--- config.mk ---
export PLATFORM = sky130hd
export DESIGN_NAME = jcp_port
export DESIGN_NICKNAME = d
export VERILOG_FILES = /design/src/hw/jcp_port.v
export VERILOG_INCLUDE_DIRS = /design/src /design/src/hw
export SDC_FILE = /design/constraint.sdc
export NUM_CORES = 1
export LEC_CHECK = 0
export BUFFER_PORTS_ARGS = -buffer_cell sky130_fd_sc_hd__clkbuf_2
export CAP_MARGIN = 20
export CORE_MARGIN = 2
export CORE_UTILIZATION = 45
export CTS_BUF_LIST = sky130_fd_sc_hd__clkbuf_8 sky130_fd_sc_hd__clkbuf_16
export CTS_CLUSTER_DIAMETER = 40
export DETAILED_ROUTE_END_ITERATION = 10
export PLACE_DENSITY = 0.75
export REMOVE_ABC_BUFFERS = 1
export SYNTH_ARGS = -nofsm -noshare
export SYNTH_HDL_FRONTEND = slang
export SYNTH_SLANG_ARGS = --single-unit
--- constraint.sdc ---
create_clock -name clock_i -period 1.6 [get_ports clock_i]
set_input_delay 0.16 -clock clock_i [delete_from_list [all_inputs] [get_ports clock_i]]
set_output_delay 0.16 -clock clock_i [all_outputs]
set_load 0.01 [all_outputs]
--- src/hw/jcp_map.vh ---
// jcp_map.vh: constants of the configuration test port
// assumes: included by the port module and the test bench
`ifndef JCP_MAP_VH
`define JCP_MAP_VH

// -----------------------------------------------------------------
// instruction register
// -----------------------------------------------------------------
`define JCP_IR_W          4
`define JCP_IR_RESET      4'h1
`define JCP_IR_CAPTURE    4'h1
`define JCP_OP_EXTEST     4'h0
`define JCP_OP_IDCODE     4'h1
`define JCP_OP_SAMPLE     4'h2
`define JCP_OP_CFG_IO     4'h3
`define JCP_OP_PROGRAM    4'h4
`define JCP_OP_CHK_DONE   4'h5
`define JCP_OP_STARTUP    4'h6
`define JCP_OP_BYPASS     4'hF

// -----------------------------------------------------------------
// identity code (value arbitrary)
// -----------------------------------------------------------------
`define JCP_IDCODE        32'h0A5C_3001

// -----------------------------------------------------------------
// initialization clocks after last bit
// -----------------------------------------------------------------
`define JCP_INIT_CYCLES   1094
`define JCP_INIT_W        11

// -----------------------------------------------------------------
// controller states
// -----------------------------------------------------------------
`define JCP_TLR   4'h0
`define JCP_RTI   4'h1
`define JCP_SDR   4'h2
`define JCP_CDR   4'h3
`define JCP_SHDR  4'h4
`define JCP_E1DR  4'h5
`define JCP_PDR   4'h6
`define JCP_E2DR  4'h7
`define JCP_UDR   4'h8
`define JCP_SIR   4'h9
`define JCP_CIR   4'hA
`define JCP_SHIR  4'hB
`define JCP_E1IR  4'hC
`define JCP_PIR   4'hD
`define JCP_E2IR  4'hE
`define JCP_UIR   4'hF

`endif

--- src/hw/jcp_port.v ---
// jcp_port.v: test access port that also loads configuration data
// assumes: test pins come from outside, sampled here on clock_i;
// configuration bits are taken by logic on clock_i downstream
//
// What this block does
// - test port configuration pre-empts any running passive serial load
// - data loaded here skips decompression and decryption
// - port has data in, data out, mode select, clock, optional reset
// - user pins held tri-stated throughout test port configuration
// - data in sampled on each rising test clock edge
// - data out changes on falling test clock edge
// - data out released when nothing is being shifted
// - mode select sampled on rising edge to pick next state
// - state change applied at the following falling edge
// - low test reset clears scan logic without waiting for clock
// - port stays inert with inputs idle high or clock low
// - bypass passes each bit through one register stage
// - 1094 extra test clocks after last bit run initialization
// - done flag rises after successful load, readable via port
// - only bypass, id, sample, program and config io ops run during configuration
`timescale 1ns/1ps
`include "jcp_map.vh"

module jcp_port #(
  parameter BS_W      = 8,
  parameter INIT_CYC  = `JCP_INIT_CYCLES
) (
  // system
  input  wire            clock_i,
  input  wire            reset_n_i,
  // test pins
  input  wire            tck_i,
  input  wire            tms_i,
  input  wire            tdi_i,
  input  wire            trst_n_i,
  output reg             tdo_o,
  output reg             tdo_oe_n_o,
  // device side
  input  wire            passive_serial_mode_i,
  input  wire [BS_W-1:0] pin_sample_i,
  output reg             passive_serial_abort_o,
  output reg             user_io_tristate_o,
  output reg             cfg_bit_valid_o,
  output reg             cfg_bit_o,
  output reg             config_done_flag_o
);

  // -----------------------------------------------------------------
  // input synchronisers
  // -----------------------------------------------------------------
  reg [3:0] s1_r;
  reg [3:0] s2_r;
  reg       tck_d_r;
  always @(posedge clock_i) begin
    if (!reset_n_i) begin
      // idle pin levels, so no false tck edge follows reset
      s1_r    <= 4'hB;
      s2_r    <= 4'hB;
      tck_d_r <= 1'b0;
    end else begin
      s1_r    <= {trst_n_i, tck_i, tms_i, tdi_i};
      s2_r    <= s1_r;
      tck_d_r <= s2_r[2];
    end
  end
  wire trst_n = s2_r[3];
  wire tck_s  = s2_r[2];
  wire tms_s  = s2_r[1];
  wire tdi_s  = s2_r[0];
  wire rise   = tck_s & ~tck_d_r;
  wire fall   = ~tck_s & tck_d_r;
  // test reset acts on every system clock, not a tck edge
  wire clr    = ~reset_n_i | ~trst_n;

  // -----------------------------------------------------------------
  // controller
  // -----------------------------------------------------------------
  function [3:0] jcp_next;
    input [3:0] st;
    input       m;
    begin
      case (st)
        `JCP_TLR:  jcp_next = m ? `JCP_TLR  : `JCP_RTI;
        `JCP_RTI:  jcp_next = m ? `JCP_SDR  : `JCP_RTI;
        `JCP_SDR:  jcp_next = m ? `JCP_SIR  : `JCP_CDR;
        `JCP_CDR:  jcp_next = m ? `JCP_E1DR : `JCP_SHDR;
        `JCP_SHDR: jcp_next = m ? `JCP_E1DR : `JCP_SHDR;
        `JCP_E1DR: jcp_next = m ? `JCP_UDR  : `JCP_PDR;
        `JCP_PDR:  jcp_next = m ? `JCP_E2DR : `JCP_PDR;
        `JCP_E2DR: jcp_next = m ? `JCP_UDR  : `JCP_SHDR;
        `JCP_UDR:  jcp_next = m ? `JCP_SDR  : `JCP_RTI;
        `JCP_SIR:  jcp_next = m ? `JCP_TLR  : `JCP_CIR;
        `JCP_CIR:  jcp_next = m ? `JCP_E1IR : `JCP_SHIR;
        `JCP_SHIR: jcp_next = m ? `JCP_E1IR : `JCP_SHIR;
        `JCP_E1IR: jcp_next = m ? `JCP_UIR  : `JCP_PIR;
        `JCP_PIR:  jcp_next = m ? `JCP_E2IR : `JCP_PIR;
        `JCP_E2IR: jcp_next = m ? `JCP_UIR  : `JCP_SHIR;
        `JCP_UIR:  jcp_next = m ? `JCP_SDR  : `JCP_RTI;
        default:   jcp_next = `JCP_TLR;
      endcase
    end
  endfunction

  reg [3:0]             state_r;
  reg [3:0]             pend_r;
  reg [`JCP_IR_W-1:0]   ir_sh_r;
  reg [`JCP_IR_W-1:0]   ir_r;
  reg [31:0]            dr_sh_r;
  reg                   byp_r;
  reg                   cfg_act_r;
  reg                   loaded_r;
  reg [`JCP_INIT_W-1:0] init_cnt_r;
  reg                   init_run_r;

  wire in_shdr  = (state_r == `JCP_SHDR);
  wire in_shir  = (state_r == `JCP_SHIR);
  // only bypass, id, sample, program and config io ops survive a running configuration
  wire safe_op  = (ir_sh_r == `JCP_OP_BYPASS) |
                  (ir_sh_r == `JCP_OP_IDCODE) |
                  (ir_sh_r == `JCP_OP_SAMPLE) |
                  (ir_sh_r == `JCP_OP_PROGRAM) |
                  (ir_sh_r == `JCP_OP_CFG_IO);
  wire ir_take  = ~cfg_act_r | safe_op;
  // program opcode being loaded at this update
  wire prog_load = (state_r == `JCP_UIR) & ir_take &
                   (ir_sh_r == `JCP_OP_PROGRAM);

  // -----------------------------------------------------------------
  // rising edge: sample tms/tdi, shift
  // -----------------------------------------------------------------
  always @(posedge clock_i) begin
    if (clr) begin
      pend_r     <= `JCP_TLR;
      ir_sh_r    <= `JCP_IR_RESET;
      dr_sh_r    <= 32'h0000_0000;
      byp_r      <= 1'b0;
      cfg_bit_valid_o <= 1'b0;
      cfg_bit_o  <= 1'b0;
      init_cnt_r <= {`JCP_INIT_W{1'b0}};
      init_run_r <= 1'b0;
      config_done_flag_o <= 1'b0;
    end else begin
      cfg_bit_valid_o <= 1'b0;
      if (rise) begin
        pend_r <= jcp_next(state_r, tms_s);
        if (state_r == `JCP_CIR)
          ir_sh_r <= `JCP_IR_CAPTURE;
        // data in taken on rising edge
        else if (in_shir)
          ir_sh_r <= {tdi_s, ir_sh_r[`JCP_IR_W-1:1]};
        if (state_r == `JCP_CDR) begin
          byp_r <= 1'b0;
          case (ir_r)
            `JCP_OP_IDCODE:   dr_sh_r <= `JCP_IDCODE;
            `JCP_OP_SAMPLE,
            `JCP_OP_EXTEST:   dr_sh_r <= {{(32-BS_W){1'b0}}, pin_sample_i};
            `JCP_OP_CHK_DONE: dr_sh_r <= {31'h0, config_done_flag_o};
            default:          dr_sh_r <= 32'h0000_0000;
          endcase
        end else if (in_shdr) begin
          byp_r   <= tdi_s;
          dr_sh_r <= {tdi_s, dr_sh_r[31:1]};
          // raw bits forwarded, no decompress or decrypt
          if (ir_r == `JCP_OP_PROGRAM && cfg_act_r) begin
            cfg_bit_valid_o <= 1'b1;
            cfg_bit_o       <= tdi_s;
          end
        end
        // count initialization clocks after the load
        if (ir_r == `JCP_OP_STARTUP && loaded_r && !config_done_flag_o
            && state_r == `JCP_RTI) begin
          init_run_r <= 1'b1;
          if (init_cnt_r == INIT_CYC[`JCP_INIT_W-1:0] - 1'b1)
            config_done_flag_o <= 1'b1;
          else
            init_cnt_r <= init_cnt_r + 1'b1;
        end
        if (ir_r == `JCP_OP_PROGRAM && state_r == `JCP_UDR) begin
          init_cnt_r <= {`JCP_INIT_W{1'b0}};
          config_done_flag_o <= 1'b0;
        end
      end
    end
  end

  // -----------------------------------------------------------------
  // falling edge: apply state, update, drive tdo
  // -----------------------------------------------------------------
  always @(posedge clock_i) begin
    if (clr) begin
      state_r    <= `JCP_TLR;
      ir_r       <= `JCP_IR_RESET;
      cfg_act_r  <= 1'b0;
      loaded_r   <= 1'b0;
      tdo_o      <= 1'b1;
      tdo_oe_n_o <= 1'b1;
      user_io_tristate_o     <= 1'b0;
      passive_serial_abort_o <= 1'b0;
    end else if (fall) begin
      // transition lands on the falling edge
      state_r <= pend_r;
      if (pend_r == `JCP_TLR)
        ir_r <= `JCP_IR_RESET;
      else if (state_r == `JCP_UIR && ir_take) begin
        ir_r <= ir_sh_r;
        if (ir_sh_r == `JCP_OP_PROGRAM) begin
          cfg_act_r  <= 1'b1;
          loaded_r   <= 1'b0;
        end else if (ir_sh_r == `JCP_OP_CFG_IO && cfg_act_r) begin
          cfg_act_r  <= 1'b0;
        end
      end
      if (state_r == `JCP_UDR && ir_r == `JCP_OP_PROGRAM) begin
        loaded_r  <= 1'b1;
        cfg_act_r <= 1'b0;
      end
      passive_serial_abort_o <= (cfg_act_r | (state_r == `JCP_UIR &&
        ir_sh_r == `JCP_OP_PROGRAM)) & passive_serial_mode_i;
      user_io_tristate_o <= cfg_act_r | prog_load |
                            (loaded_r & ~config_done_flag_o);
      if (pend_r == `JCP_SHIR) begin
        tdo_oe_n_o <= 1'b0;
        // capture value already sits in ir_sh_r on entry
        tdo_o      <= ir_sh_r[0];
      end else if (pend_r == `JCP_SHDR) begin
        tdo_oe_n_o <= 1'b0;
        if (ir_r == `JCP_OP_BYPASS || ir_r == `JCP_OP_PROGRAM ||
            ir_r == `JCP_OP_STARTUP || ir_r == `JCP_OP_CFG_IO)
          tdo_o <= (state_r == `JCP_SHDR) ? byp_r : 1'b0;
        else
          tdo_o <= dr_sh_r[0];
      end else begin
        tdo_oe_n_o <= 1'b1;
        tdo_o      <= 1'b1;
      end
    end
  end
  // idle-high tms parks controller in reset; low tck has no edges

endmodule // jcp_port

==> results.json, run 1 <==
{
  "ys_ff_latch": 77,
  "rows": 31,
  "drv_cap": 0,
  "dp.cells": 528,
  "ys_types": 53,
  "layout_min_cycle_time_ns": 1.55,
  "synth_area_per_cell_um2": 8.56,
  "syn_area_um2": 3370,
  "worst_slack_ns": 0.0525,
  "routabilityCongestion": 0.837,
  "synth_edf_count": 0,
  "vdd_drop_max_mv": 0.365,
  "clock.fmax_mhz": 646,
  "ys_seq_area_share_pct": 45.8,
  "coreArea_um2": 7250,
  "synth_area_leader_cell": "dfxtp_1",
  "synth.top_cells.by_area": "dfxtp_1 46%, nor2_1 4.8%, a21oi_1 4.6%",
  "rsz0062_at_grt": "yes",
  "synth_top_family_by_area": "simple AND/OR/NAND/NOR gates",
  "hold_viol_final": 0,
  "p_leak_uw": 0.00154,
  "num_io_pins": 22,
  "clockRootBuffer": "clkbuf_8",
  "power_density_nw_per_um2": 801,
  "async_flop_share_pct": 0,
  "start_kind": "flip-flop",
  "track_usage_pct": 19.0,
  "synth_ff_type": "dfxtp_1",
  "grt_first_pass_wirelength_um": 12800,
  "portBuffers": 21,
  "overflow": 0,
  "drive_above_1_share_pct": 23.3,
  "p_seq_share_pct": 58.9,
  "synth_xor_xnor_area_share_pct": 2.60,
  "diodes": 0,
  "setup_viol": 0,
  "netSwitchingPower_uw": 764,
  "nets": 462,
  "path_clk_slew_ns": 0.07,
  "cp_max_fo": 6,
  "dr.pass1.iters": 4,
  "slew_headroom_pct": 74.3,
  "via_per_inst": 5.40,
  "antenna_found_initial": 0,
  "netlist_instances": 393,
  "power_frac_comb_pct": 3.9,
  "num_vias": 2962,
  "clk_path_buf_depth": 2,
  "die_area_um2": 8190,
  "internal_power_uw": 2520,
  "cts_tree": "yes",
  "final_cells": 549,
  "crit_required_ns": 1.84,
  "skew_ns": 0.0132,
  "worst_pin_slew_ns": 0.380,
  "numCtsBuffers": 9,
  "drt_iter0_markers": 207,
  "finalCritPeriodShare_pct": 96.7,
  "synth-simple-area-share_pct": 25.9,
  "drc": 0,
  "worstSkewPairLatency_ns": 0.35,
  "die_x_um": 90.5,
  "power_frac_clock_pct": 37.3,
  "critPathArrivalTime_ns": 1.79,
  "ant_nets": 0,
  "crit_path_end_kind": "flip-flop",
  "status": "completed",
  "grt_pass1_vias": 2839,
  "tns_ns": 0,
  "grt_max_degree": 42,
  "holdWs_ns": 0.0205,
  "power_switching_share_pct": 23.2,
  "report.final.slew_viol_count": 0,
  "synth_adder_area_share_pct": 0.743,
  "fillers": 666,
  "post-dp-hpwl_um": 5140,
  "criticalPathCategory": "reg2reg",
  "area_delta_synth_final_pct": 22.0,
  "dp_slack_ns": -0.0441,
  "drt-wirelength-per-cell_um": 13.9,
  "synth_compound_area_share_pct": 19.9,
  "start_util_pct": 46.4,
  "chipHeight_um": 90.5,
  "synth_top_area_share_pct": 45.8,
  "synthMuxAreaShare_pct": 0.929,
  "total_power_uw": 3290,
  "wl_um": 7610,
  "htreeDepth": 3,
  "hp-class": "in2reg",
  "synth-warning-count": 0,
  "clock-sinks": 77
}
cell usage in the layout (no fill, tap or decap), drive strengths merged, types with 6 or more instances in the layout:
cell / n
and3: 6
xor2: 8
nand2: 39
clkbuf: 31
nor2: 43
and2: 8
inv: 9
a311oi: 7
dfxtp: 77
a21oi: 31
nor2b: 7
a22oi: 17
nand2b: 11
nand3: 24
buf: 40
nor3: 8
o21ai: 21
power by group through the flow:
| stage | Clock (uW) | Sequential [uW] | Combinational, uW |
|---|---|---|---|
| after global placement | 0 | 1980 | 117 |
| final | 1230 | 1940 | 127 |
| after detailed placement | 0 | 1980 | 119 |
| after floorplan | 0 | 1980 | 50.5 |
| after CTS | 1260 | 1940 | 125 |
| after global routing | 1340 | 1940 | 139 |
metal layers:
metal | track usage (%) | wire, um
met5 | 0 | 0
met4 | 6.28 | 102
met3 | 5.51 | 286
met2 | 31.0 | 3660
met1 | 24.1 | 3560
what timing repair did:
| action | 4_1_cts | 5_1_grt |
|---|---|---|
| gates cloned | 0 | 1 |
| setup buffers | 0 | 1 |
| pin swaps | 0 | 4 |
| endpoints found under the hold margin | 3 | 0 |
| gates resized for setup | 3 | 24 |
| setup endpoints to repair | 5 | 29 |
| hold buffers | 3 | 0 |
layout make-up:
| type | count | area (um2) | share of cell area (%) |
|---|---|---|---|
| multi-input combinational | 285 | 1750 | 42.6 |
| sequential | 77 | 1550 | 37.8 |
| timing repair buffer | 65 | 497 | 12.1 |
| clock buffer | 9 | 124 | 3.02 |
| tap | 99 | 124 | 3.02 |
| clock inverter | 7 | 35.0 | 0.853 |
| inverter | 7 | 26.3 | 0.640 |
worst paths after layout:
kind / startpoint / endpoint / slack, ns / cells past startpoint
worst max-delay path: ir_r[1] / tdo_o / 0.05 / 5
worst min-delay path: tck_i / s1_r[2] / 0.02 / 2
worst max register to register: ir_r[1] / tdo_o / 0.05 / 5
worst min register to register: s1_r[1] / s2_r[1] / 0.41 / 1
registers in the layout, indices dropped and copies added (netlist names):
| signal | count |
|---|---|
| cfg_act_r | 1 |
| cfg_bit_o | 1 |
| cfg_bit_valid_o | 1 |
| config_done_flag_o | 1 |
| dr_sh_r | 32 |
| init_cnt_r | 11 |
| ir_r | 4 |
| ir_sh_r | 4 |
| loaded_r | 1 |
| passive_serial_abort_o | 1 |
| pend_r | 4 |
| s1_r | 4 |
| s2_r | 4 |
| state_r | 4 |
| tck_d_r | 1 |
| tdo_o | 1 |
| tdo_oe_n_o | 1 |
| user_io_tristate_o | 1 |
metrics by stage:
stage	util, %	cell area [um2]
finish	56.6	4110
global route	56.6	4110
CTS	55.1	4000
detailed placement	52.4	3800
global placement	52.4	3800
floorplan	-	3250
cells by family (layout without fill, tap and decap cells):
group                    Yosys count  after routing
buffers and inverters             31             88
XOR/XNOR                          10             10
flip-flops                        77             77
AO/OA/AOI/OAI                    100            100
adder cells (fa/ha/maj)            2              2
AND/OR/NAND/NOR                  170            170
multiplexers                       3              3
Yosys cell counts, drive strengths merged, types with 11 or more instances:
library cell  instances
o21ai                21
clkbuf               13
nand2b               11
nand2                39
dfxtp                77
a22oi                17
a21oi                31
nand3                24
buf                  11
nor2                 43
worst max-delay path: stages, from the launching register on:
cell and delay (ns):
dfxtp_2 0.36, and2_1 0.17, a211oi_2 0.24, mux2i_1 0.29, a21oi_1 0.11, a211o_1 0.28
Power figures use the tool's default switching activity.
==> run 2: changes to the inputs <==
- CORE_ASPECT_RATIO: default -> 0.5
==> run 2 against run 1 <==
Register-to-register slack about the same; die area increased by 0.51%; sequential power about the same; clock skew decreased by 0.0093 ns; critical path type unchanged; non-clock buffer count increased by 8; routed wire length increased by 5.0%; first-iteration DRC count increased by 15%; global-route usage increased by 1.7 points; critical path depth unchanged; final cell count increased by 0.91%; flip-flop and latch count unchanged; highest routed layer unchanged; final area increased by 5.5%.
==> results.json, run 2 (synthesis results as in run 1) <==
{
  "area_delta_synth_final_pct": 28.7,
  "hp-start": "trst_n_i",
  "hp-class": "in2reg",
  "numCtsBuffers": 9,
  "p_leak_uw": 0.00165,
  "placed_area_um2": 3870,
  "start_kind": "flip-flop",
  "wl_um": 7980,
  "coreArea_um2": 7290,
  "power_density_nw_per_um2": 995,
  "diodes": 0,
  "num_vias": 3075,
  "drt_iter0_markers": 239,
  "dr.pass1.iters": 5,
  "fin_util_pct": 59.4,
  "clk_path_buf_depth": 2,
  "drv_cap": 0,
  "setup_viol": 0,
  "crit_path_end_kind": "flip-flop",
  "seq_area_um2": 1550,
  "top_register": "dr_sh_r",
  "start_util_pct": 46.1,
  "report.final.slew_viol_count": 0,
  "overflow": 0,
  "final_cell_area_um2": 4330,
  "worst_slack_ns": 0.0577,
  "clock.fmax_mhz": 648,
  "cp_top_family": "simple AND/OR/NAND/NOR gates",
  "fillers": 605,
  "crit_chain": "nor3b_2 -> and4_4 -> nand2_1 -> or2_2 -> a21oi_1",
  "clock-sinks": 77,
  "r2r_slack_ns": 0.06,
  "layout_min_cycle_time_ns": 1.54,
  "status": "completed",
  "die_area_um2": 8230,
  "final_common_cell": "dfxtp_1",
  "die_x_um": 126,
  "grt_first_pass_wirelength_um": 13500,
  "worst_pin_slew_ns": 0.418,
  "grt_max_degree": 42,
  "antenna_found_initial": 0,
  "reg.largest.list": "dr_sh_r: 32 flops, init_cnt_r: 11 flops",
  "critPathArrivalTime_ns": 1.81,
  "r2r_start": "ir_r[2]",
  "htreeDepth": 3,
  "multiInputGateArea_um2": 1760,
  "criticalPathCategory": "reg2reg",
  "clockRootBuffer": "clkbuf_16",
  "track_usage_pct": 20.7,
  "ant_nets": 0,
  "num_io_pins": 22,
  "chipHeight_um": 65.2,
  "slowest_stage": "dfxtp_1",
  "reg2reg_to": "init_cnt_r[1]",
  "nets": 470,
  "drive_above_1_share_pct": 25.3,
  "vdd_drop_max_mv": 0.508,
  "crit_required_ns": 1.87,
  "rsz0062_at_grt": "yes",
  "post_cts_buffers": 0,
  "via_per_inst": 5.55,
  "hold_viol_final": 0,
  "skew_ns": 0.00395,
  "worstSkewPairLatency_ns": 0.33,
  "routabilityCongestion": 0.854,
  "whs_path_depth": 2,
  "path_clk_slew_ns": 0.06,
  "finalCritPeriodShare_pct": 96.4,
  "drc": 0,
  "cp_max_fo": 6,
  "slowest_delay_ns": 0.39,
  "holdWs_ns": 0.00659,
  "portBuffers": 21,
  "final_cell_mix": "73 x dfxtp_1, 46 x buf_4, 40 x nor2_1",
  "rows": 22,
  "post-dp-hpwl_um": 5350,
  "grt_pass1_vias": 2800,
  "slew_headroom_pct": 72.1,
  "dp_slack_ns": -0.0384,
  "critPathBufInv": 0,
  "cts_tree": "yes",
  "r2r_cells": 5,
  "worst-path-stages": 5,
  "largest_reg_flops": 32,
  "tns_ns": 0,
  "min_to": "s1_r[3]",
  "drt-wirelength-per-cell_um": 14.4
}
==> run 2: cell count changes in the layout (fill, tap and decap cells not counted), moves of 3 or more <==
| cell | change |
|---|---|
| clkbuf_8 | -7 |
| dfxtp_2 | -4 |
| clkbuf_16 | +9 |
| dfxtp_1 | +3 |
| buf_4 | +11 |
| clkinv_2 | -3 |
==> run 2: repair_timing <==
action,in CTS,in global routing
gates cloned,0,1
hold buffers,2,0
pin swaps,1,8
endpoints found under the setup margin,10,25
resized for setup,4,21
endpoints found under the hold margin,2,0
==> run 2: per-layer routing <==
layer  routed length, um  GRT usage (%)
met5                   0              0
met4                  72           3.71
met3                 461           7.33
met2                3540           31.8
met1                3910           28.7
==> run 2: worst max path at each step <==
stage	startpoint	end
2_1_floorplan	state_r[2]	dr_sh_r[5]
3_3_place_gp	state_r[3]	init_cnt_r[1]
3_5_place_dp	state_r[2]	dr_sh_r[4]
4_1_cts	ir_r[1]	tdo_o
5_1_grt	ir_r[2]	init_cnt_r[1]
6_report	ir_r[2]	init_cnt_r[1]
==> run 2: where the power goes <==
part	leakage, uW	switching [uW]	internal [uW]	total, uW
combinational	0.000864	74.3	58.3	133
sequential	0.000625	7.00	1930	1940
clock	0.000162	788	1450	2240
total	0.00165	869	3440	4310
==> run 2: area by class of cell <==
type                            count  area share [%]
Inverter                            7           0.607
Clock buffer                       11            5.83
Timing Repair Buffer               73            12.6
Multi-Input combinational cell    285            40.5
Sequential cell                    77            35.8
Tap cell                           96            2.77
Clock inverter                      5            1.88
==> run 2: through the flow <==
stage / power (uW) / cells
floorplan: 2030 / 369
global placement: 2100 / 535
detailed placement: 2100 / 535
CTS: 4340 / 553
global route: 4470 / 554
finish: 4310 / 554
==> run 3: changes to the inputs <==
- BUFFER_PORTS_ARGS: -buffer_cell sky130_fd_sc_hd__clkbuf_2 -> -buffer_cell sky130_fd_sc_hd__buf_2
- PLACE_DENSITY: 0.75 -> default
==> run 3 against run 2 <==
Worst hold slack better by 0.0068 ns; flip-flop and latch count unchanged; die area did not move; global-route usage decreased by 0.57 points; via count fell by 3.0%; maximum frequency is 0.11% lower; first-iteration DRC count is 21% lower; register-to-register slack is essentially flat; count of clock-buffer cells in the layout unchanged; total power decreased by 6.5%; critical path type unchanged; critical path depth up 1; clock skew up 0.0029 ns.
==> results.json, run 3 (synthesis results as in run 1) <==
{
  "status": "completed",
  "clk_path_buf_depth": 2,
  "clock-sinks": 77,
  "chipHeight_um": 65.2,
  "critPathArrivalTime_ns": 1.79,
  "finalCritPeriodShare_pct": 96.5,
  "cp_max_fo": 23,
  "worst_slack_ns": 0.0560,
  "track_usage_pct": 20.2,
  "routabilityCongestion": 0.843,
  "coreArea_um2": 7290,
  "final_cell_mix": "70 x dfxtp_1, 42 x nor2_1, 40 x buf_4",
  "setup_viol": 0,
  "placed_area_um2": 3830,
  "p_leak_uw": 0.00158,
  "seq_area_um2": 1550,
  "grt_pass1_vias": 2761,
  "nets": 464,
  "hp-class": "in2reg",
  "final_common_cell": "dfxtp_1",
  "drt-wirelength-per-cell_um": 14.2,
  "cts_tree": "yes",
  "fin_util_pct": 58.0,
  "ant_nets": 0,
  "largest_reg_flops": 32,
  "netSwitchingPower_uw": 893,
  "drc": 0,
  "slew_headroom_pct": 71.8,
  "criticalPathCategory": "reg2reg",
  "path_clk_slew_ns": 0.06,
  "post-dp-hpwl_um": 5590,
  "crit_path_end_kind": "flip-flop",
  "start_util_pct": 46.1,
  "post_cts_buffers": 0,
  "drive_above_1_share_pct": 24.3,
  "internal_power_uw": 3130,
  "num_io_pins": 22,
  "power_frac_clock_pct": 48.8,
  "rsz0062_at_grt": "yes",
  "dr.pass1.iters": 4,
  "hold_viol_final": 0,
  "grt_max_degree": 42,
  "overflow": 0,
  "top_register": "dr_sh_r",
  "crit_required_ns": 1.84,
  "clock.fmax_mhz": 648,
  "clockRootBuffer": "clkbuf_16",
  "drt_iter0_markers": 189,
  "worstSkewPairLatency_ns": 0.34,
  "diodes": 0,
  "via_per_inst": 5.44,
  "vdd_drop_max_mv": 0.653,
  "die_area_um2": 8230,
  "start_kind": "flip-flop",
  "dp_slack_ns": -0.0703,
  "power_frac_comb_pct": 3.1,
  "grt_first_pass_wirelength_um": 13100,
  "worst_pin_slew_ns": 0.413,
  "tns_ns": 0,
  "antenna_found_initial": 0,
  "wl_um": 7790,
  "p_seq_share_pct": 48.1,
  "die_x_um": 126,
  "final_cell_area_um2": 4230,
  "skew_ns": 0.00686,
  "whs_path_depth": 2,
  "reg.largest.list": "dr_sh_r: 32 flops, init_cnt_r: 11 flops",
  "rows": 22,
  "total_power_uw": 4030,
  "fillers": 638,
  "num_vias": 2982,
  "portBuffers": 21,
  "report.final.slew_viol_count": 0,
  "drv_cap": 0,
  "htreeDepth": 3,
  "numCtsBuffers": 9,
  "r2r_cells": 6,
  "power_switching_share_pct": 22.2,
  "multiInputGateArea_um2": 1750,
  "area_delta_synth_final_pct": 25.7,
  "layout_min_cycle_time_ns": 1.54,
  "power_density_nw_per_um2": 952
}
-- run 3: changes by cell type in the layout (fill, tap and decap cells not counted), moves of 3 or more --
cell / before / now
buf_2: 0 / 21
buf_4: 46 / 40
clkbuf_2: 21 / 0
dfxtp_1: 73 / 70
dfxtp_2: 3 / 6
nor3b_2: 3 / 0
-- run 3: metrics by stage --
stage	hold WS (ns)	instances
floorplan	0.233	369
global placement	0.340	530
detailed placement	0.349	530
CTS	0.0127	548
global route	0.0241	548
finish	0.0134	548
-- run 3: per-layer routing --
metal	up-vias	wire (um)	global-route usage, %
li1	1508	-	-
met1	1403	3790	26.7
met2	61	3550	32.2
met3	10	353	5.70
met4	0	93	6.59
met5	-	0	0
-- run 3: repair_timing --
item                                    CTS  global route
endpoints found under the setup margin   17            37
endpoints found under the hold margin     2             0
hold buffers                              2             0
resized for setup                         5            21
pin swaps                                 1             3
cloned                                    0             0
-- run 3: power groups by stage --
stage	registers [uW]	clock network, uW	logic (uW)
after detailed placement	1980	0	121
final	1940	1960	126
after global placement	1980	0	120
after floorplan	1980	0	50.5
after global routing	1940	2070	139
after CTS	1940	2000	125
-- run 3: critical path, stage by stage, from the launching register on --
cell      delay [ns]
dfxtp_2         0.35
or3b_4          0.43
nand2_2         0.08
and2_4          0.15
buf_12          0.14
nor2_1          0.05
a311oi_1        0.24
-- run 3: cell type report --
cell class / count / share of cell area [%]
clock buffer: 11 / 5.98
timing repair buffer: 67 / 11.5
inverter: 7 / 0.621
clock inverter: 5 / 0.976
multi-input combinational: 285 / 41.3
tap: 96 / 2.84
sequential: 77 / 36.7
-- run 3: path summary, 6_finish.rpt --
check / from / slack (ns) / endpoint
worst min-delay path: trst_n_i / 0.01 / s1_r[3]
worst max-delay path: state_r[0] / 0.06 / dr_sh_r[2]
worst max register to register: state_r[0] / 0.06 / dr_sh_r[2]
worst min register to register: s1_r[0] / 0.42 / s2_r[0]
